[config.mk]
export PLATFORM = sky130hd
export DESIGN_NAME = cpmc_top
export DESIGN_NICKNAME = d
export VERILOG_FILES = /design/src/cpmc_pkg.sv /design/src/cpmc_key_if.sv /design/src/cpmc_top.sv /design/src/cpmc_key_seq.sv
export SDC_FILE = /design/constraint.sdc
export NUM_CORES = 1
export LEC_CHECK = 0
export BUFFER_PORTS_ARGS = -buffer_cell sky130_fd_sc_hd__buf_2
export CAP_MARGIN = 5
export CORE_MARGIN = 2
export CORE_UTILIZATION = 35
export DETAILED_ROUTE_END_ITERATION = 8
export REMOVE_ABC_BUFFERS = 1
export SLEW_MARGIN = 20
export SYNTH_ARGS = -nofsm -noshare
export SYNTH_HDL_FRONTEND = slang
export SYNTH_SLANG_ARGS = --single-unit
[constraint.sdc]
create_clock -name core_clk -period 2.3 [get_ports core_clk]
set_input_delay 0.115 -clock core_clk [delete_from_list [all_inputs] [get_ports core_clk]]
set_output_delay 0.115 -clock core_clk [all_outputs]
set_load 0.005 [all_outputs]
[src/cpmc_pkg.sv]
/*
 * Shared constants for the clock and power mode control block: the register
 * map, field positions, reset values, key codes and mode encodings.
 * Assumes a 32-bit address and data register port and one 41.78 MHz clock.
 */
// What this block does
// - Clock control changes only through 0xAA to the first clock key, the new value, then 0x55 to the second key.
// - Power mode control is guarded by two write-only power keys, so a stray write cannot change mode or divider.
// - Bit 5 of clock system control picks the low-frequency reference, 1 internal (reset) and 0 external crystal.
// - Bits 1 to 0 of clock system control pick the clocking mode, 01 default PLL and 11 external clock.
// - Bits 6 to 4 of power mode control pick active, pause, nap, sleep or stop; other codes are reserved.
// - In sleep or stop, any of external interrupt lines 0 to 3 brings the part back to active.
// - Bits 2 to 0 of power mode control set the core clock, code 0 full rate and each step halving it.
// - Clock system control sets the clock mode, power mode control the core rate and power-down mode.
// - Bits 7 to 6 of peripheral clock control pick the source clock of the serial interface bit rate.
package cpmc_pkg;
	// ****************************************************************
	// Register map
	// ****************************************************************
	localparam int ADDR_W = 32;
	localparam int DATA_W = 32;
	localparam logic [31:0] ADDR_POWER_KEY_FIRST = 32'hFFFF0404;
	localparam logic [31:0] ADDR_POWER_MODE_CONTROL = 32'hFFFF0408;
	localparam logic [31:0] ADDR_POWER_KEY_SECOND = 32'hFFFF040C;
	localparam logic [31:0] ADDR_CLOCK_KEY_FIRST = 32'hFFFF0410;
	localparam logic [31:0] ADDR_CLOCK_SYSTEM_CONTROL = 32'hFFFF0414;
	localparam logic [31:0] ADDR_CLOCK_KEY_SECOND = 32'hFFFF0418;
	localparam logic [31:0] ADDR_PERIPHERAL_CLOCK_CONTROL = 32'hFFFF0420;

	// ****************************************************************
	// Key codes and reset values
	// ****************************************************************
	localparam logic [7:0] CLOCK_KEY_FIRST_CODE = 8'hAA;
	localparam logic [7:0] CLOCK_KEY_SECOND_CODE = 8'h55;
	localparam logic [7:0] POWER_KEY_FIRST_CODE = 8'hAA;
	localparam logic [7:0] POWER_KEY_SECOND_CODE = 8'h55;
	localparam logic [7:0] CLOCK_SYSTEM_RESET = 8'h21;
	localparam logic [7:0] POWER_MODE_RESET = 8'h00;
	localparam logic [7:0] PERIPHERAL_CLOCK_RESET = 8'h00;

	// ****************************************************************
	// Field positions
	// ****************************************************************
	localparam int LOW_FREQ_SOURCE_BIT = 5;
	localparam int CLOCKING_MODE_LSB = 0;
	localparam int POWER_MODE_LSB = 4;
	localparam int CORE_DIVIDER_LSB = 0;
	localparam int SERIAL_SOURCE_LSB = 6;

	// ****************************************************************
	// Encodings
	// ****************************************************************
	localparam logic [1:0] CLOCKING_MODE_PLL = 2'h1;
	localparam logic [1:0] CLOCKING_MODE_EXTERNAL = 2'h3;
	localparam int CORE_FULL_RATE_KHZ = 41780;
	localparam int CORE_DIV_CNT_W = 7;
	typedef enum logic [2:0] {
		CPMC_ACTIVE = 3'h0,
		CPMC_PAUSE = 3'h1,
		CPMC_NAP = 3'h2,
		CPMC_SLEEP = 3'h3,
		CPMC_STOP = 3'h4
	} cpmc_pmode_t;
endpackage

[src/cpmc_key_if.sv]
/*
 * Carrier between the register front end and a key sequencer.
 * Assumes both sides run on the block clock.
 */
`timescale 1ns/1ns
interface cpmc_key_if;
	logic access;
	logic key1_wr;
	logic val_wr;
	logic key2_wr;
	logic val_sel;
	logic [7:0] wdata;
	logic commit;
	logic commit_sel;
	logic [7:0] commit_data;
	modport seq (input access, input key1_wr, input val_wr, input key2_wr, input val_sel, input wdata,
		output commit, output commit_sel, output commit_data);
	modport user (output access, output key1_wr, output val_wr, output key2_wr, output val_sel,
		output wdata, input commit, input commit_sel, input commit_data);
endinterface

[src/cpmc_top.sv]
/*
 * Clock and power mode control: register port, two key sequencers, the
 * keyed control registers, wake logic and the core clock tick divider.
 * Assumes the register master keeps strobes one cycle long and never both at
 * once, and that the interrupt lines are synchronous to core_clk.
 */
// Strobed register access was chosen for this implementation.
`timescale 1ns/1ns
module cpmc_top (
	input wire logic core_clk,
	input wire logic rst_b,
	input wire logic [cpmc_pkg::ADDR_W-1:0] reg_addr,
	input wire logic [cpmc_pkg::DATA_W-1:0] reg_wdata,
	input wire logic reg_wr,
	input wire logic reg_rd,
	output logic [cpmc_pkg::DATA_W-1:0] reg_rdata,
	input wire logic [3:0] external_interrupt_lines,
	output logic low_freq_source_select,
	output logic [1:0] clocking_mode_field,
	output logic [2:0] power_mode_field,
	output logic [2:0] core_divider_field,
	output logic [1:0] serial_source_clock,
	output logic core_tick,
	output logic wake_event
);
	import cpmc_pkg::*;

	// ****************************************************************
	// Address decode
	// ****************************************************************
	logic hit_pk1;
	logic hit_pmc;
	logic hit_pk2;
	logic hit_ck1;
	logic hit_csc;
	logic hit_ck2;
	logic hit_pcc;

	// One compare per register
	assign hit_pk1 = reg_addr == ADDR_POWER_KEY_FIRST;
	assign hit_pmc = reg_addr == ADDR_POWER_MODE_CONTROL;
	assign hit_pk2 = reg_addr == ADDR_POWER_KEY_SECOND;
	assign hit_ck1 = reg_addr == ADDR_CLOCK_KEY_FIRST;
	assign hit_csc = reg_addr == ADDR_CLOCK_SYSTEM_CONTROL;
	assign hit_ck2 = reg_addr == ADDR_CLOCK_KEY_SECOND;
	assign hit_pcc = reg_addr == ADDR_PERIPHERAL_CLOCK_CONTROL;

	// ****************************************************************
	// Key sequencers
	// ****************************************************************
	cpmc_key_if clk_kif ();
	cpmc_key_if pwr_kif ();

	// Clock side sees every strobe so that any other access aborts
	assign clk_kif.access = reg_wr || reg_rd;
	assign clk_kif.key1_wr = reg_wr && hit_ck1;
	assign clk_kif.val_wr = reg_wr && hit_csc;
	assign clk_kif.key2_wr = reg_wr && hit_ck2;
	assign clk_kif.val_sel = 1'b0;
	assign clk_kif.wdata = reg_wdata[7:0];

	// Power keys guard both the mode and the peripheral clock register
	assign pwr_kif.access = reg_wr || reg_rd;
	assign pwr_kif.key1_wr = reg_wr && hit_pk1;
	assign pwr_kif.val_wr = reg_wr && (hit_pmc || hit_pcc);
	assign pwr_kif.key2_wr = reg_wr && hit_pk2;
	assign pwr_kif.val_sel = hit_pcc;
	assign pwr_kif.wdata = reg_wdata[7:0];

	cpmc_key_seq #(
		.FIRST_CODE(CLOCK_KEY_FIRST_CODE),
		.SECOND_CODE(CLOCK_KEY_SECOND_CODE)
	) u_clk_seq (
		.core_clk(core_clk),
		.rst_b(rst_b),
		.kif(clk_kif.seq)
	);

	cpmc_key_seq #(
		.FIRST_CODE(POWER_KEY_FIRST_CODE),
		.SECOND_CODE(POWER_KEY_SECOND_CODE)
	) u_pwr_seq (
		.core_clk(core_clk),
		.rst_b(rst_b),
		.kif(pwr_kif.seq)
	);

	// ****************************************************************
	// Clock system control
	// ****************************************************************
	logic [1:0] next_clk_mode;
	logic mode_legal;

	// Only 01 and 11 are real modes, so bit 0 set means legal
	assign next_clk_mode = clk_kif.commit_data[CLOCKING_MODE_LSB +: 2];
	assign mode_legal = (next_clk_mode == CLOCKING_MODE_PLL) || (next_clk_mode == CLOCKING_MODE_EXTERNAL);

	// Reference select and clocking mode, changed only by a commit
	always_ff @(posedge core_clk) begin
		if (!rst_b) begin
			low_freq_source_select <= CLOCK_SYSTEM_RESET[LOW_FREQ_SOURCE_BIT];
			clocking_mode_field <= CLOCK_SYSTEM_RESET[CLOCKING_MODE_LSB +: 2];
		end else if (clk_kif.commit) begin
			low_freq_source_select <= clk_kif.commit_data[LOW_FREQ_SOURCE_BIT];
			// Reserved codes leave the running mode alone
			if (mode_legal) clocking_mode_field <= next_clk_mode;
		end
	end

	// ****************************************************************
	// Power mode control and wake
	// ****************************************************************
	logic [2:0] next_pmode;
	logic pmode_legal;
	logic power_commit;
	logic periph_commit;
	logic asleep;
	logic wake;

	assign next_pmode = pwr_kif.commit_data[POWER_MODE_LSB +: 3];
	assign pmode_legal = next_pmode <= 3'(CPMC_STOP);
	assign power_commit = pwr_kif.commit && !pwr_kif.commit_sel;
	assign periph_commit = pwr_kif.commit && pwr_kif.commit_sel;
	assign asleep = (power_mode_field == 3'(CPMC_SLEEP)) || (power_mode_field == 3'(CPMC_STOP));
	assign wake = asleep && (external_interrupt_lines != 4'h0);

	// Wake beats a same-cycle commit: an interrupt must never be slept through
	always_ff @(posedge core_clk) begin
		if (!rst_b) begin
			power_mode_field <= POWER_MODE_RESET[POWER_MODE_LSB +: 3];
		end else if (wake) begin
			power_mode_field <= 3'(CPMC_ACTIVE);
		end else if (power_commit && pmode_legal) begin
			power_mode_field <= next_pmode;
		end
	end

	// Divider follows any power commit, including one with a reserved mode
	always_ff @(posedge core_clk) begin
		if (!rst_b) core_divider_field <= POWER_MODE_RESET[CORE_DIVIDER_LSB +: 3];
		else if (power_commit) core_divider_field <= pwr_kif.commit_data[CORE_DIVIDER_LSB +: 3];
	end

	// Wake pulse for the rest of the chip
	always_ff @(posedge core_clk) begin
		if (!rst_b) wake_event <= 1'b0;
		else wake_event <= wake;
	end

	// ****************************************************************
	// Peripheral clock control
	// ****************************************************************
	// Serial source choice, keyed by the power keys
	always_ff @(posedge core_clk) begin
		if (!rst_b) serial_source_clock <= PERIPHERAL_CLOCK_RESET[SERIAL_SOURCE_LSB +: 2];
		else if (periph_commit) serial_source_clock <= pwr_kif.commit_data[SERIAL_SOURCE_LSB +: 2];
	end

	// ****************************************************************
	// Core clock tick
	// ****************************************************************
	logic [CORE_DIV_CNT_W-1:0] div_cnt;
	logic [CORE_DIV_CNT_W-1:0] div_mask;

	// Mask of 2^code - 1 sets the tick period
	assign div_mask = CORE_DIV_CNT_W'((8'h01 << core_divider_field) - 8'h01);

	// Free count; ticks stop outside active mode so the core holds still
	always_ff @(posedge core_clk) begin
		if (!rst_b) div_cnt <= '0;
		else div_cnt <= div_cnt + CORE_DIV_CNT_W'(1);
	end

	always_ff @(posedge core_clk) begin
		if (!rst_b) core_tick <= 1'b0;
		else core_tick <= ((div_cnt & div_mask) == div_mask) && (power_mode_field == 3'(CPMC_ACTIVE));
	end

	// ****************************************************************
	// Read port
	// ****************************************************************
	logic [7:0] clock_system_view;
	logic [7:0] power_mode_view;
	logic [7:0] periph_view;

	// Reserved bits read as zero
	always_comb begin
		clock_system_view = 8'h00;
		clock_system_view[LOW_FREQ_SOURCE_BIT] = low_freq_source_select;
		clock_system_view[CLOCKING_MODE_LSB +: 2] = clocking_mode_field;
		power_mode_view = 8'h00;
		power_mode_view[POWER_MODE_LSB +: 3] = power_mode_field;
		power_mode_view[CORE_DIVIDER_LSB +: 3] = core_divider_field;
		periph_view = 8'h00;
		periph_view[SERIAL_SOURCE_LSB +: 2] = serial_source_clock;
	end

	// Data only in the cycle after a read; keys are write-only
	always_ff @(posedge core_clk) begin
		if (!rst_b) begin
			reg_rdata <= '0;
		end else if (reg_rd) begin
			if (hit_csc) reg_rdata <= {24'h000000, clock_system_view};
			else if (hit_pmc) reg_rdata <= {24'h000000, power_mode_view};
			else if (hit_pcc) reg_rdata <= {24'h000000, periph_view};
			else reg_rdata <= '0;
		end else begin
			reg_rdata <= '0;
		end
	end

	// ****************************************************************
	// Checks
	// ****************************************************************
	unkeyed_power_a: assert property (@(posedge core_clk) disable iff (!rst_b)
		(!pwr_kif.commit && !wake) |=> $stable(power_mode_field) && $stable(core_divider_field))
		else $error("power control changed without keyed commit");
	unkeyed_clock_a: assert property (@(posedge core_clk) disable iff (!rst_b)
		!clk_kif.commit |=> $stable(clocking_mode_field) && $stable(low_freq_source_select))
		else $error("clock control changed without keyed commit");
	full_sequence_a: assert property (@(posedge core_clk) disable iff (!rst_b)
		(reg_wr && hit_ck1 && reg_wdata[7:0] == CLOCK_KEY_FIRST_CODE) ##1
		(reg_wr && hit_csc && reg_wdata[1:0] == CLOCKING_MODE_EXTERNAL) ##1
		(reg_wr && hit_ck2 && reg_wdata[7:0] == CLOCK_KEY_SECOND_CODE)
		|-> ##2 clocking_mode_field == CLOCKING_MODE_EXTERNAL)
		else $error("keyed clock write not applied two cycles after second key");
	reserved_mode_a: assert property (@(posedge core_clk) disable iff (!rst_b)
		clocking_mode_field == CLOCKING_MODE_PLL || clocking_mode_field == CLOCKING_MODE_EXTERNAL)
		else $error("reserved clocking mode reached");
	reserved_power_a: assert property (@(posedge core_clk) disable iff (!rst_b)
		power_mode_field <= 3'(CPMC_STOP))
		else $error("reserved power mode reached");
	wake_on_irq_a: assert property (@(posedge core_clk) disable iff (!rst_b)
		(asleep && external_interrupt_lines != 4'h0) |=> power_mode_field == 3'(CPMC_ACTIVE) && wake_event)
		else $error("sleep not left one cycle after interrupt");
	tick_idle_a: assert property (@(posedge core_clk) disable iff (!rst_b)
		(power_mode_field != 3'(CPMC_ACTIVE)) |=> !core_tick)
		else $error("core tick outside active mode");
	tick_full_rate_a: assert property (@(posedge core_clk) disable iff (!rst_b)
		(core_divider_field == 3'h0 && power_mode_field == 3'(CPMC_ACTIVE)) |=> core_tick)
		else $error("divider code zero did not tick every cycle");
	read_window_a: assert property (@(posedge core_clk) disable iff (!rst_b)
		(reg_rd && hit_pcc) |=> reg_rdata == {24'h000000, $past(periph_view)})
		else $error("peripheral clock control read back wrong");

	// ****************************************************************
	// Checks on register effects and the read port
	// ****************************************************************
	// Read data stand one cycle only, and the keys never leak back
	read_clock_view_a: assert property (@(posedge core_clk) disable iff (!rst_b)
		(reg_rd && hit_csc) |=> reg_rdata == {24'h000000, $past(clock_system_view)})
		else $error("clock system control read back wrong");
	read_power_view_a: assert property (@(posedge core_clk) disable iff (!rst_b)
		(reg_rd && hit_pmc) |=> reg_rdata == {24'h000000, $past(power_mode_view)})
		else $error("power mode control read back wrong");
	read_idle_zero_a: assert property (@(posedge core_clk) disable iff (!rst_b)
		!reg_rd |=> reg_rdata == '0)
		else $error("read data outside the read window");
	read_key_zero_a: assert property (@(posedge core_clk) disable iff (!rst_b)
		(reg_rd && (hit_ck1 || hit_ck2 || hit_pk1 || hit_pk2)) |=> reg_rdata == '0)
		else $error("key register read back nonzero");
	// A commit lands in full one cycle later; a reserved code keeps the old mode
	clock_ref_apply_a: assert property (@(posedge core_clk) disable iff (!rst_b)
		clk_kif.commit |=> low_freq_source_select == $past(clk_kif.commit_data[LOW_FREQ_SOURCE_BIT]))
		else $error("reference select not taken from commit");
	clock_mode_apply_a: assert property (@(posedge core_clk) disable iff (!rst_b)
		(clk_kif.commit && mode_legal) |=> clocking_mode_field == $past(next_clk_mode))
		else $error("legal clocking mode not applied");
	clock_mode_keep_a: assert property (@(posedge core_clk) disable iff (!rst_b)
		(clk_kif.commit && !mode_legal) |=> $stable(clocking_mode_field))
		else $error("reserved clocking code changed the mode");
	power_mode_apply_a: assert property (@(posedge core_clk) disable iff (!rst_b)
		(power_commit && pmode_legal && !wake) |=> power_mode_field == $past(next_pmode))
		else $error("legal power mode not applied");
	power_mode_keep_a: assert property (@(posedge core_clk) disable iff (!rst_b)
		(power_commit && !pmode_legal && !wake) |=> $stable(power_mode_field))
		else $error("reserved power code changed the mode");
	divider_apply_a: assert property (@(posedge core_clk) disable iff (!rst_b)
		power_commit |=> core_divider_field == $past(pwr_kif.commit_data[CORE_DIVIDER_LSB +: 3]))
		else $error("core divider not taken from commit");
	periph_apply_a: assert property (@(posedge core_clk) disable iff (!rst_b)
		periph_commit |=> serial_source_clock == $past(pwr_kif.commit_data[SERIAL_SOURCE_LSB +: 2]))
		else $error("serial source not taken from commit");
	periph_unkeyed_a: assert property (@(posedge core_clk) disable iff (!rst_b)
		!periph_commit |=> $stable(serial_source_clock))
		else $error("serial source changed without keyed commit");
	clock_commit_once_a: assert property (@(posedge core_clk) disable iff (!rst_b)
		clk_kif.commit |=> !clk_kif.commit)
		else $error("clock commit longer than one cycle");
	power_commit_once_a: assert property (@(posedge core_clk) disable iff (!rst_b)
		pwr_kif.commit |=> !pwr_kif.commit)
		else $error("power commit longer than one cycle");
	wake_pulse_once_a: assert property (@(posedge core_clk) disable iff (!rst_b)
		wake_event |=> !wake_event)
		else $error("wake pulse longer than one cycle");
	wake_awake_none_a: assert property (@(posedge core_clk) disable iff (!rst_b)
		!asleep |=> !wake_event)
		else $error("wake pulse while not asleep");
	tick_period_a: assert property (@(posedge core_clk) disable iff (!rst_b)
		(core_tick && core_divider_field != 3'h0 && $stable(core_divider_field)) |=> !core_tick)
		else $error("divided core tick on two cycles in a row");
endmodule // cpmc_top

[src/cpmc_key_seq.sv]
/*
 * Key sequencer: first key, staged value, second key, then one commit pulse.
 * Assumes the user side raises access for every bus strobe of any address.
 */
`timescale 1ns/1ns
module cpmc_key_seq #(
	parameter logic [7:0] FIRST_CODE = 8'hAA,
	parameter logic [7:0] SECOND_CODE = 8'h55
) (
	input wire logic core_clk,
	input wire logic rst_b,
	cpmc_key_if.seq kif
);
	import cpmc_pkg::*;

	typedef enum logic [2:0] {
		CPMC_IDLE = 3'b001,
		CPMC_ARMED = 3'b010,
		CPMC_STAGED = 3'b100
	} cpmc_key_state_t;

	cpmc_key_state_t state;
	logic key1_ok;
	logic key2_ok;

	// Key matches
	assign key1_ok = kif.key1_wr && (kif.wdata == FIRST_CODE);
	assign key2_ok = kif.key2_wr && (kif.wdata == SECOND_CODE);

	// Sequence walk; any foreign access falls back to idle
	always_ff @(posedge core_clk) begin
		if (!rst_b) begin
			state <= CPMC_IDLE;
		end else begin
			unique case (state)
				CPMC_IDLE: begin
					if (key1_ok) state <= CPMC_ARMED;
				end
				CPMC_ARMED: begin
					if (kif.val_wr) state <= CPMC_STAGED;
					else if (key1_ok) state <= CPMC_ARMED;
					else if (kif.access) state <= CPMC_IDLE;
				end
				CPMC_STAGED: begin
					if (key1_ok) state <= CPMC_ARMED;
					else if (kif.access) state <= CPMC_IDLE;
				end
			endcase
		end
	end

	// Staged value, held until the second key
	always_ff @(posedge core_clk) begin
		if (!rst_b) begin
			kif.commit_data <= 8'h00;
			kif.commit_sel <= 1'b0;
		end else if (state == CPMC_ARMED && kif.val_wr) begin
			kif.commit_data <= kif.wdata;
			kif.commit_sel <= kif.val_sel;
		end
	end

	// Commit pulse one cycle after a correct second key
	always_ff @(posedge core_clk) begin
		if (!rst_b) kif.commit <= 1'b0;
		else kif.commit <= (state == CPMC_STAGED) && key2_ok;
	end

	// ****************************************************************
	// Checks
	// ****************************************************************
	commit_after_key_a: assert property (@(posedge core_clk) disable iff (!rst_b)
		kif.commit |-> $past(state == CPMC_STAGED) && $past(key2_ok))
		else $error("commit without staged value and second key");
	foreign_abort_a: assert property (@(posedge core_clk) disable iff (!rst_b)
		(state == CPMC_ARMED && kif.access && !kif.val_wr && !key1_ok) |=> state == CPMC_IDLE ##1 !kif.commit)
		else $error("pending update survived a foreign access");
	bad_key_a: assert property (@(posedge core_clk) disable iff (!rst_b)
		(state == CPMC_STAGED && kif.key2_wr && !key2_ok) |=> !kif.commit && state == CPMC_IDLE)
		else $error("wrong second key still committed");
endmodule // cpmc_key_seq

==> results of run 1 <==
-- cell type report --
cell class,count,share of cell area
sequential,46,0.333
timing repair buffer,72,0.135
inverter,8,0.0109
clock inverter,2,0.00498
tap,77,0.0349
multi-input combinational,194,0.455
clock buffer,6,0.0263
-- where the power goes --
part           total, mW  switching [mW]  leakage [nW]  internal, mW
clock network      0.480           0.265        0.0452         0.215
logic              0.127          0.0657         0.842        0.0611
registers          0.820          0.0129         0.372         0.808
-- worst max-delay path, cell delays in order --
cell     delay, ns
buf_2         0.09
or4b_4        0.53
nor4_4        0.43
nand2_2       0.13
or3_4         0.42
nor4_2        0.24
-- cell usage after synthesis, types with 7 or more instances --
library cell and count:
dfxtp_1 46, buf_4 25, nor2_1 17, nor2b_1 17, mux2i_1 15, nand2_1 14
a21oi_1 8, inv_1 8, nand3_1 8, o21ai_0 8, and2_1 7, nand4_1 7
-- logic make-up (layout without fill, tap and decap cells) --
logic type | Yosys count | after routing | share of synthesized area
simple gates | 111 | 111 | 0.302
other cells | 1 | 25 | 0.00161
mux | 15 | 15 | 0.0646
compound gates | 37 | 37 | 0.109
buf+inv | 38 | 88 | 0.102
flops | 46 | 46 | 0.396
fa+ha+maj | 1 | 1 | 0.00538
xor+xnor | 5 | 5 | 0.0189
-- metal layers --
layer  vias to the layer above  wire length (um)  GRT usage
li1                       1001                 -          -
met1                       916              2330      0.177
met2                        69              2460      0.237
met3                         6               255     0.0195
met4                         0                71     0.0563
met5                         -                 0          0
-- metrics by stage --
stage	instances	power, mW	util	hold WS, ns	setup slack [ns]
2_1_floorplan	248	0.892	-	0.177	0.485
3_3_place_gp	397	0.963	0.419	0.405	0.227
3_5_place_dp	397	0.965	0.419	0.412	0.227
4_1_cts	405	1.44	0.433	0.0963	0.535
5_1_grt	405	1.51	0.433	0.114	0.427
6_report	405	1.43	0.433	0.112	0.540
-- sequential cells by signal (all words and copies together) (netlist names), 2 cells and up --
name	flops
power_mode_field	3
reg_rdata	7
serial_source_clock	2
u_clk_seq.kif.commit_data	3
u_clk_seq.state	3
u_pwr_seq.state	3
clocking_mode_field	2
u_pwr_seq.kif.commit_data	7
core_divider_field	3
div_cnt	7
-- cell usage in the layout (no fill, tap or decap), drive strengths merged, types with 15 or more instances in the layout --
cell / netlist / routed
mux2i: 15 / 15
nand2: 15 / 15
buf: 25 / 72
dfxtp: 46 / 46
nor2b: 17 / 17
conb: 1 / 25
nor2: 17 / 17
-- worst max path at each step --
stage,from,slack [ns],to
after floorplan,reg_addr[9],0.48,u_clk_seq.kif.commit
after global placement,reg_addr[9],0.23,u_clk_seq.kif.commit
after detailed placement,reg_addr[9],0.23,u_clk_seq.kif.commit
after CTS,reg_addr[9],0.53,u_clk_seq.kif.commit
after global routing,reg_addr[9],0.43,u_clk_seq.state[0]
final,reg_addr[9],0.54,u_clk_seq.kif.commit
==> metrics.txt, run 1 <==
Synth area leaders=dfxtp_1, buf_4, mux2i_1; PwrDens=517 mW/mm^2; Synth Area per Inst=9.15 um^2; DRC viols=0; Die X-Extent=85.5 um; total number of vias=1992; Ports=between 100 and 150; largest net degree at the start of global routing=37; clk buf depth=2; Hold EP=u_pwr_seq.kif.commit; status=complete, no violations; Peak supply drop=between 0.2 and 0.3 mV; Placer Congestion=between 0.7 and 0.8; reg2reg setup slack=0.85 ns; Worst-Skew Late Latency=0.30 ns; Layout area overhead=18.9%; register area share after synthesis=0.396; Clock Skew=0.00899 ns; Yosys top cell area share=0.396; critical path arrival=~2 ns; synthesized area=0.00232 mm^2; Worst EP required=~2.5 ns; DR vias/cell=4.92; fin crit period=between 1.5 and 2 ns; unrepaired setup endpoints after global routing=false; final hold viol count=0; path type of the worst setup path=in2reg; Post-CTS Hold Buffers=0; Final period util=0.765; first-pass GRT wire length=8150 um; Max Slew Vio Count=0; DRT Wirelength=5120 um; CTS tree=built; Hold Path Class=in2reg; post-synth top area cell=dfxtp_1; Worst-path clk slew=0.08 ns; postcts setup bufs=0; Nets=400; register area=921 um^2; register bit total from synthesis=46; final setup violation count=0; Fmax=568 MHz; antenna-violating nets left=0; layout cells sized above 1=0.271; Die ar.=0.00731 mm^2; DRT Pass-1 Iters=4; R2R Path End=u_clk_seq.kif.commit_data[5]; Crit Path Max Fanout=7; Synth Flop Type=dfxtp_1; number of synthesis warnings=0; R2R depth=5; Worst Hold Depth=3; total CTS buffers=5; routed length per instance=12.6 um; drt initial violations=83; Port-buffer cells=between 60 and 70; total track usage=0.139; setup TNS=0 ns; Post-Synthesis Cells=254; CTS sink count=46; Detailed Place HPWL=4010 um; post-CTS resize count=0; Die Ht=around 85 um; FF-to-FF Start=u_clk_seq.state[1]; Layout fillers=664; Post-synth EDFFs=0; Initial Util=0.364; placed inst area=0.00268 mm^2; Clk Tree Root Cell=clkbuf_8; post-synth cell types=48; post-route cell area=0.00276 mm^2; initial antenna violation count=0; Ant. Diodes=0; CP Launch Type=input port; Hold Startpoint=reg_addr[2]; Worst setup EP type=flip-flop; vias in the first global route=1746; max-cap check violation count=0; gr ovfl total=0; number of H-tree levels=2; std cell rows=29; Synth async-reset ratio=0; core box area=~0.0064 mm^2; area of the multi-input gates=0.00126 mm^2; Leak=1.26 nW
Power figures use the tool's default switching activity.
==> run 2: changes to the inputs <==
Settings changed: PLACE_DENSITY from default to 0.66.
Clock period 2.3 ns to 1.4 ns, I/O delays scaled along.
==> metrics.txt, run 2 (synthesized netlist as in run 1, its figures left out) <==
CTS tree=built (unchanged); top flop regs=div_cnt: 7 flops, reg_rdata: 7 flops, u_pwr_seq.kif.commit_data: 7 flops (unchanged); antenna-violating nets left=0 (unchanged); Worst setup EP type=flip-flop (unchanged); final hold viol count=0 (unchanged); DP Cell Count=419 (was 397); Worst EP required=1.60 ns (was 2.51 ns); Crit Path Max Fanout=6 (was 7); Post-CTS Hold Buffers=0 (unchanged); largest net degree at the start of global routing=27 (was 37); Die Ht=85.5 um (unchanged); Port-buffer cells=67 (unchanged); total number of vias=2059 (was 1992); Worst-Skew Late Latency=0.31 ns (was 0.30 ns); Fmax=719 MHz; total track usage=0.149 (was 0.139); PwrDens=796 mW/mm^2 (was 517 mW/mm^2); combinational group share of total power=0.102 (was 0.089); slowest cell on the critical path=or4b_4 (unchanged); status=complete, no violations (unchanged); critical path arrival=1.59 ns (was 1.97 ns); CP startpoint=reg_addr[9] (unchanged); DR vias/cell=4.80 (was 4.92); Initial Util=0.364 (unchanged); CTS sink count=46 (unchanged); switch share=0.248 (was 0.241); max-cap check violation count=0 (unchanged); Layout area overhead=29.8% (was 18.9%); core box area=0.00639 mm^2 (unchanged); unrepaired setup endpoints after global routing=true (was false); P_int=1.81 mW (was 1.08 mW); total CTS buffers=5 (unchanged); Clock Skew=0.00900 ns (was 0.00899 ns); Detailed Place HPWL=4260 um (was 4010 um); clock power share=0.338 (was 0.336); FF-to-FF Start=u_pwr_seq.state[2] (was u_clk_seq.state[1]); commonest non-fill, non-tap cell in the layout=buf_2 (unchanged); initial antenna violation count=0 (unchanged); number of H-tree levels=2 (unchanged); final setup violation count=0 (unchanged); Worst-path clk slew=0.08 ns (about the same); Ports=117 (unchanged); routed length per instance=12.4 um (was 12.6 um); peak per-stage delay on the critical path=0.53 ns (about the same); drt initial violations=98 (was 83); gr ovfl total=0 (unchanged); final core occ=0.472 (was 0.433); Peak supply drop=0.522 mV (was 0.282 mV); CP Launch Type=input port (unchanged); Flop pwr share=0.560 (was 0.575); Clk Tree Root Cell=clkbuf_8 (unchanged); fin cells=429 (was 405); reg2reg setup slack=0.09 ns (was 0.85 ns); Die X-Extent=85.5 um (unchanged); layout cells sized above 1=0.338 (was 0.271); setup TNS=0 ns (unchanged); Hold Startpoint=reg_addr[0] (was reg_addr[2]); CP delay by family, top=simple AND/OR/NAND/NOR gates (unchanged); WP buf/inv=3 (was 1); fin crit period=1.39 ns; Die ar.=0.00731 mm^2 (unchanged); DRC viols=0 (unchanged); total power=2.40 mW (was 1.43 mW); Cell Chain, Critical Path=buf_6 -> or4b_4 -> nor4_4 -> buf_4 -> nand4_4 -> clkbuf_16 -> mux2i_1 -> nor2b_1 (was buf_2 -> or4b_4 -> nor4_4 -> nand2_2 -> or3_4 -> nor4_2); NetSw=0.596 mW (was 0.344 mW); Ant. Diodes=0 (unchanged); Final period util=0.994; vias in the first global route=1887 (was 1746); final hold slack=0.0732 ns (was 0.112 ns); path type of the worst setup path=in2reg (unchanged); DRT Wirelength=5320 um (was 5120 um); clk buf depth=2 (unchanged); DRT Pass-1 Iters=4 (unchanged); Placer Congestion=0.885 (was 0.787); std cell rows=29 (unchanged); Leak=1.41 nW (was 1.26 nW); Nets=424 (was 400); Max Slew Vio Count=0 (unchanged); Hold Path Class=in2reg (unchanged); first-pass GRT wire length=8700 um (was 8150 um); most frequent cells in the layout=buf_2, dfxtp_1, buf_4 (was buf_2, dfxtp_1, conb_1)
==> run 2: cell types whose count changed in the layout (fill, tap and decap cells not counted), moves of 2 or more <==
cell | before | now
buf_4 | 5 | 26
buf_6 | 0 | 2
o21ai_0 | 8 | 6
o21ai_1 | 0 | 2
==> run 2: area by class of cell <==
cell class | count | area, um^2
multi-input combinational | 194 | 1290
timing repair buffer | 96 | 593
fill | 656 | 3370
clock buffer | 6 | 72.6
inverter | 8 | 30.0
clock inverter | 2 | 13.8
sequential | 46 | 922
tap | 77 | 96.3
==> run 2: path summary, 6_finish.rpt <==
kind | cells past startpoint | endpoint
worst max-delay path | 8 | u_pwr_seq.kif.commit_data[4]
worst min-delay path | 4 | u_pwr_seq.kif.commit
worst max register to register | 6 | u_pwr_seq.kif.commit_data[4]
worst min register to register | 2 | serial_source_clock[1]
==> run 2: metrics by stage <==
stage	setup WS [ns]	area, um^2
floorplan	-0.370	2210
global placement	-0.389	2850
detailed placement	-0.446	2850
CTS	0.0193	2950
global route	-0.0766	3020
finish	0.00832	3020
==> run 2: worst reg2reg max path, stage by stage, from the launching register on <==
cell	delay [ns]
dfxtp_1	0.33
nand2b_1	0.17
nor2_2	0.16
nand4_4	0.15
clkbuf_16	0.18
mux2i_1	0.14
nor2b_1	0.06
==> run 2: timing repair <==
item | 4_1_cts | 5_1_grt
endpoints found under the setup margin | 14 | 21
pin swaps | 2 | 5
gates resized for setup | 1 | 11
setup buffers | 1 | 0
gates cloned | 0 | 1
==> run 2: layer usage <==
layer,part of all wire,GRT usage
met4,0.018,0.0563
met1,0.46,0.188
met3,0.045,0.0263
met2,0.48,0.255
met5,0,0
==> run 2: power groups by stage <==
stage          Combinational, mW  Sequential, mW  Clock, mW
3_5_place_dp               0.238            1.37          0
2_1_floorplan             0.0920            1.37          0
6_report                   0.245            1.35      0.812
5_1_grt                    0.272            1.35      0.883
3_3_place_gp               0.234            1.37          0
4_1_cts                    0.240            1.34      0.838
==> run 3: changes to the inputs <==
Settings changed: PLACE_DENSITY 0.66 to 0.64.
Clock period 1.4 ns to 1.2 ns, I/O delays scaled along.
==> metrics.txt, run 3 (synthesized netlist as in run 1, its figures left out) <==
first-pass GRT wire length=9450 um (was 8700 um); Max Slew Vio Count=0 (unchanged); CTS tree=built (unchanged); CP startpoint=reg_addr[11] (was reg_addr[9]); Layout fillers=613 (was 656); Die ar.=0.00731 mm^2 (unchanged); WP buf/inv=2 (was 3); commonest non-fill, non-tap cell in the layout=buf_2 (unchanged); Worst-path clk slew=0.09 ns (was 0.08 ns); final hold viol count=0 (unchanged); reg2reg setup slack=-0.15 ns (was 0.09 ns); Clk Tree Root Cell=clkbuf_8 (unchanged); Clock Skew=0.0103 ns (was 0.00900 ns); pre-CTS WS=-0.689 ns (was -0.446 ns); top flop regs=div_cnt: 7 flops, reg_rdata: 7 flops, u_pwr_seq.kif.commit_data: 7 flops (unchanged); Layout area overhead=39.6% (was 29.8%); drt initial violations=56 (was 98); DRT Pass-1 Iters=4 (unchanged); Worst setup EP type=flip-flop (unchanged); DRT Wirelength=5690 um (was 5320 um); Post-CTS Hold Buffers=0 (unchanged); R2R depth=5 (was 6); Nets=446 (was 424); total power=2.82 mW (was 2.40 mW); vias in the first global route=2110 (was 1887); slowest cell on the critical path=or4b_4 (unchanged); Ant. Diodes=0 (unchanged); Ports=117 (unchanged); fin cells=451 (was 429); peak per-stage delay on the critical path=0.53 ns (about the same); unrepaired setup endpoints after global routing=true (unchanged); setup TNS=-3.20 ns (was 0 ns); post-route cell area=0.00324 mm^2 (was 0.00302 mm^2); Detailed Place HPWL=4580 um (was 4260 um); critical path arrival=1.59 ns (about the same); Crit path top cell by count=buf_6; placed inst area=0.00299 mm^2 (was 0.00285 mm^2); FF-to-FF Start=u_clk_seq.state[1] (was u_pwr_seq.state[2]); Leak=1.55 nW (was 1.41 nW); DRC viols=0 (unchanged); Port-buffer cells=67 (unchanged); crit path to=u_clk_seq.kif.commit_data[0] (was u_pwr_seq.kif.commit_data[4]); Final period util=1.17; CP Launch Type=input port (unchanged); std cell rows=29 (unchanged); PwrDens=870 mW/mm^2 (was 796 mW/mm^2); WP depth=7 (was 8); number of H-tree levels=2 (unchanged); Initial Util=0.364 (unchanged); Die Ht=85.5 um (unchanged); Crit Path Max Fanout=6 (unchanged); status=finished with violations (was complete, no violations); Die X-Extent=85.5 um (unchanged); Fmax=710 MHz; path type of the worst setup path=in2reg (unchanged); layout cells sized above 1=0.404 (was 0.338); CTS sink count=46 (unchanged); Cell Chain, Critical Path=buf_6 -> or4b_4 -> nor4_4 -> buf_6 -> nand4_1 -> mux2i_1 -> nor2b_1 (was buf_6 -> or4b_4 -> nor4_4 -> buf_4 -> nand4_4 -> clkbuf_16 -> mux2i_1 -> nor2b_1); most frequent cells in the layout=buf_2, buf_4, dfxtp_1 (was buf_2, dfxtp_1, buf_4); DP Cell Count=439 (was 419); Hold Path Class=in2reg (unchanged); antenna-violating nets left=0 (unchanged); largest net degree at the start of global routing=17 (was 27); failing checks=setup timing; total number of vias=2185 (was 2059); gr ovfl total=0 (unchanged); max-cap check violation count=0 (unchanged); CP delay by family, top=simple AND/OR/NAND/NOR gates (unchanged); Peak supply drop=0.512 mV (was 0.522 mV); initial antenna violation count=0 (unchanged); core box area=0.00639 mm^2 (unchanged); Worst EP required=1.38 ns (was 1.60 ns); Setup WS post-layout=-0.208 ns (was 0.00832 ns); R2R Path End=u_clk_seq.kif.commit_data[0] (was u_pwr_seq.kif.commit_data[4]); DR vias/cell=4.84 (was 4.80); routed length per instance=12.6 um (was 12.4 um); fin crit period=1.41 ns; clk buf depth=2 (unchanged); total track usage=0.161 (was 0.149); total CTS buffers=5 (unchanged); final setup violation count=26 (was 0); Placer Congestion=0.851 (was 0.885); Worst-Skew Late Latency=0.29 ns (was 0.31 ns)
[run 3: layer usage]
layer | global-route usage | wire length (um) | up-vias
met5 | 0 | 0 | -
met4 | 0.0678 | 132 | 0
met3 | 0.0311 | 254 | 8
met2 | 0.287 | 2800 | 62
met1 | 0.188 | 2500 | 1020
li1 | - | - | 1095
[run 3: worst min-delay path by stage]
stage	start	endpoint	cells past startpoint
floorplan	rst_b	low_freq_source_select	1
global placement	rst_b	u_pwr_seq.kif.commit_data[5]	2
detailed placement	rst_b	u_pwr_seq.kif.commit_data[5]	2
CTS	rst_b	u_pwr_seq.kif.commit_data[5]	2
global route	rst_b	u_pwr_seq.kif.commit_data[5]	2
finish	rst_b	u_pwr_seq.kif.commit_data[5]	2
[run 3: area by class of cell]
cell class	count	area, um^2	area share
Inverter	8	30.0	0.00926
Clock buffer	6	72.6	0.0224
Timing Repair Buffer	118	743	0.229
Sequential cell	46	925	0.285
Tap cell	77	96.3	0.0297
Clock inverter	2	13.8	0.00424
Multi-Input combinational cell	194	1360	0.420
[run 3: what timing repair did]
| action | CTS | global route |
|---|---|---|
| buffers inserted | 4 | 1 |
| endpoints found under the setup margin | 26 | 31 |
| gates cloned | 0 | 0 |
| gates resized for setup | 27 | 10 |
| pin swaps | 16 | 3 |
| hold endpoints to repair | 0 | 0 |
[run 3: power breakdown]
part / internal (mW) / switching [mW] / total [mW]
clock network: 0.412 / 0.508 / 0.920
logic: 0.178 / 0.160 / 0.338
registers: 1.55 / 0.0154 / 1.56
[run 3: stage by stage]
stage | hold slack [ns] | util
final | 0.0739 | 0.508
after global routing | 0.0663 | 0.508
after CTS | 0.0663 | 0.503
after detailed placement | 0.375 | 0.468
after global placement | 0.381 | 0.468
after floorplan | 0.122 | -
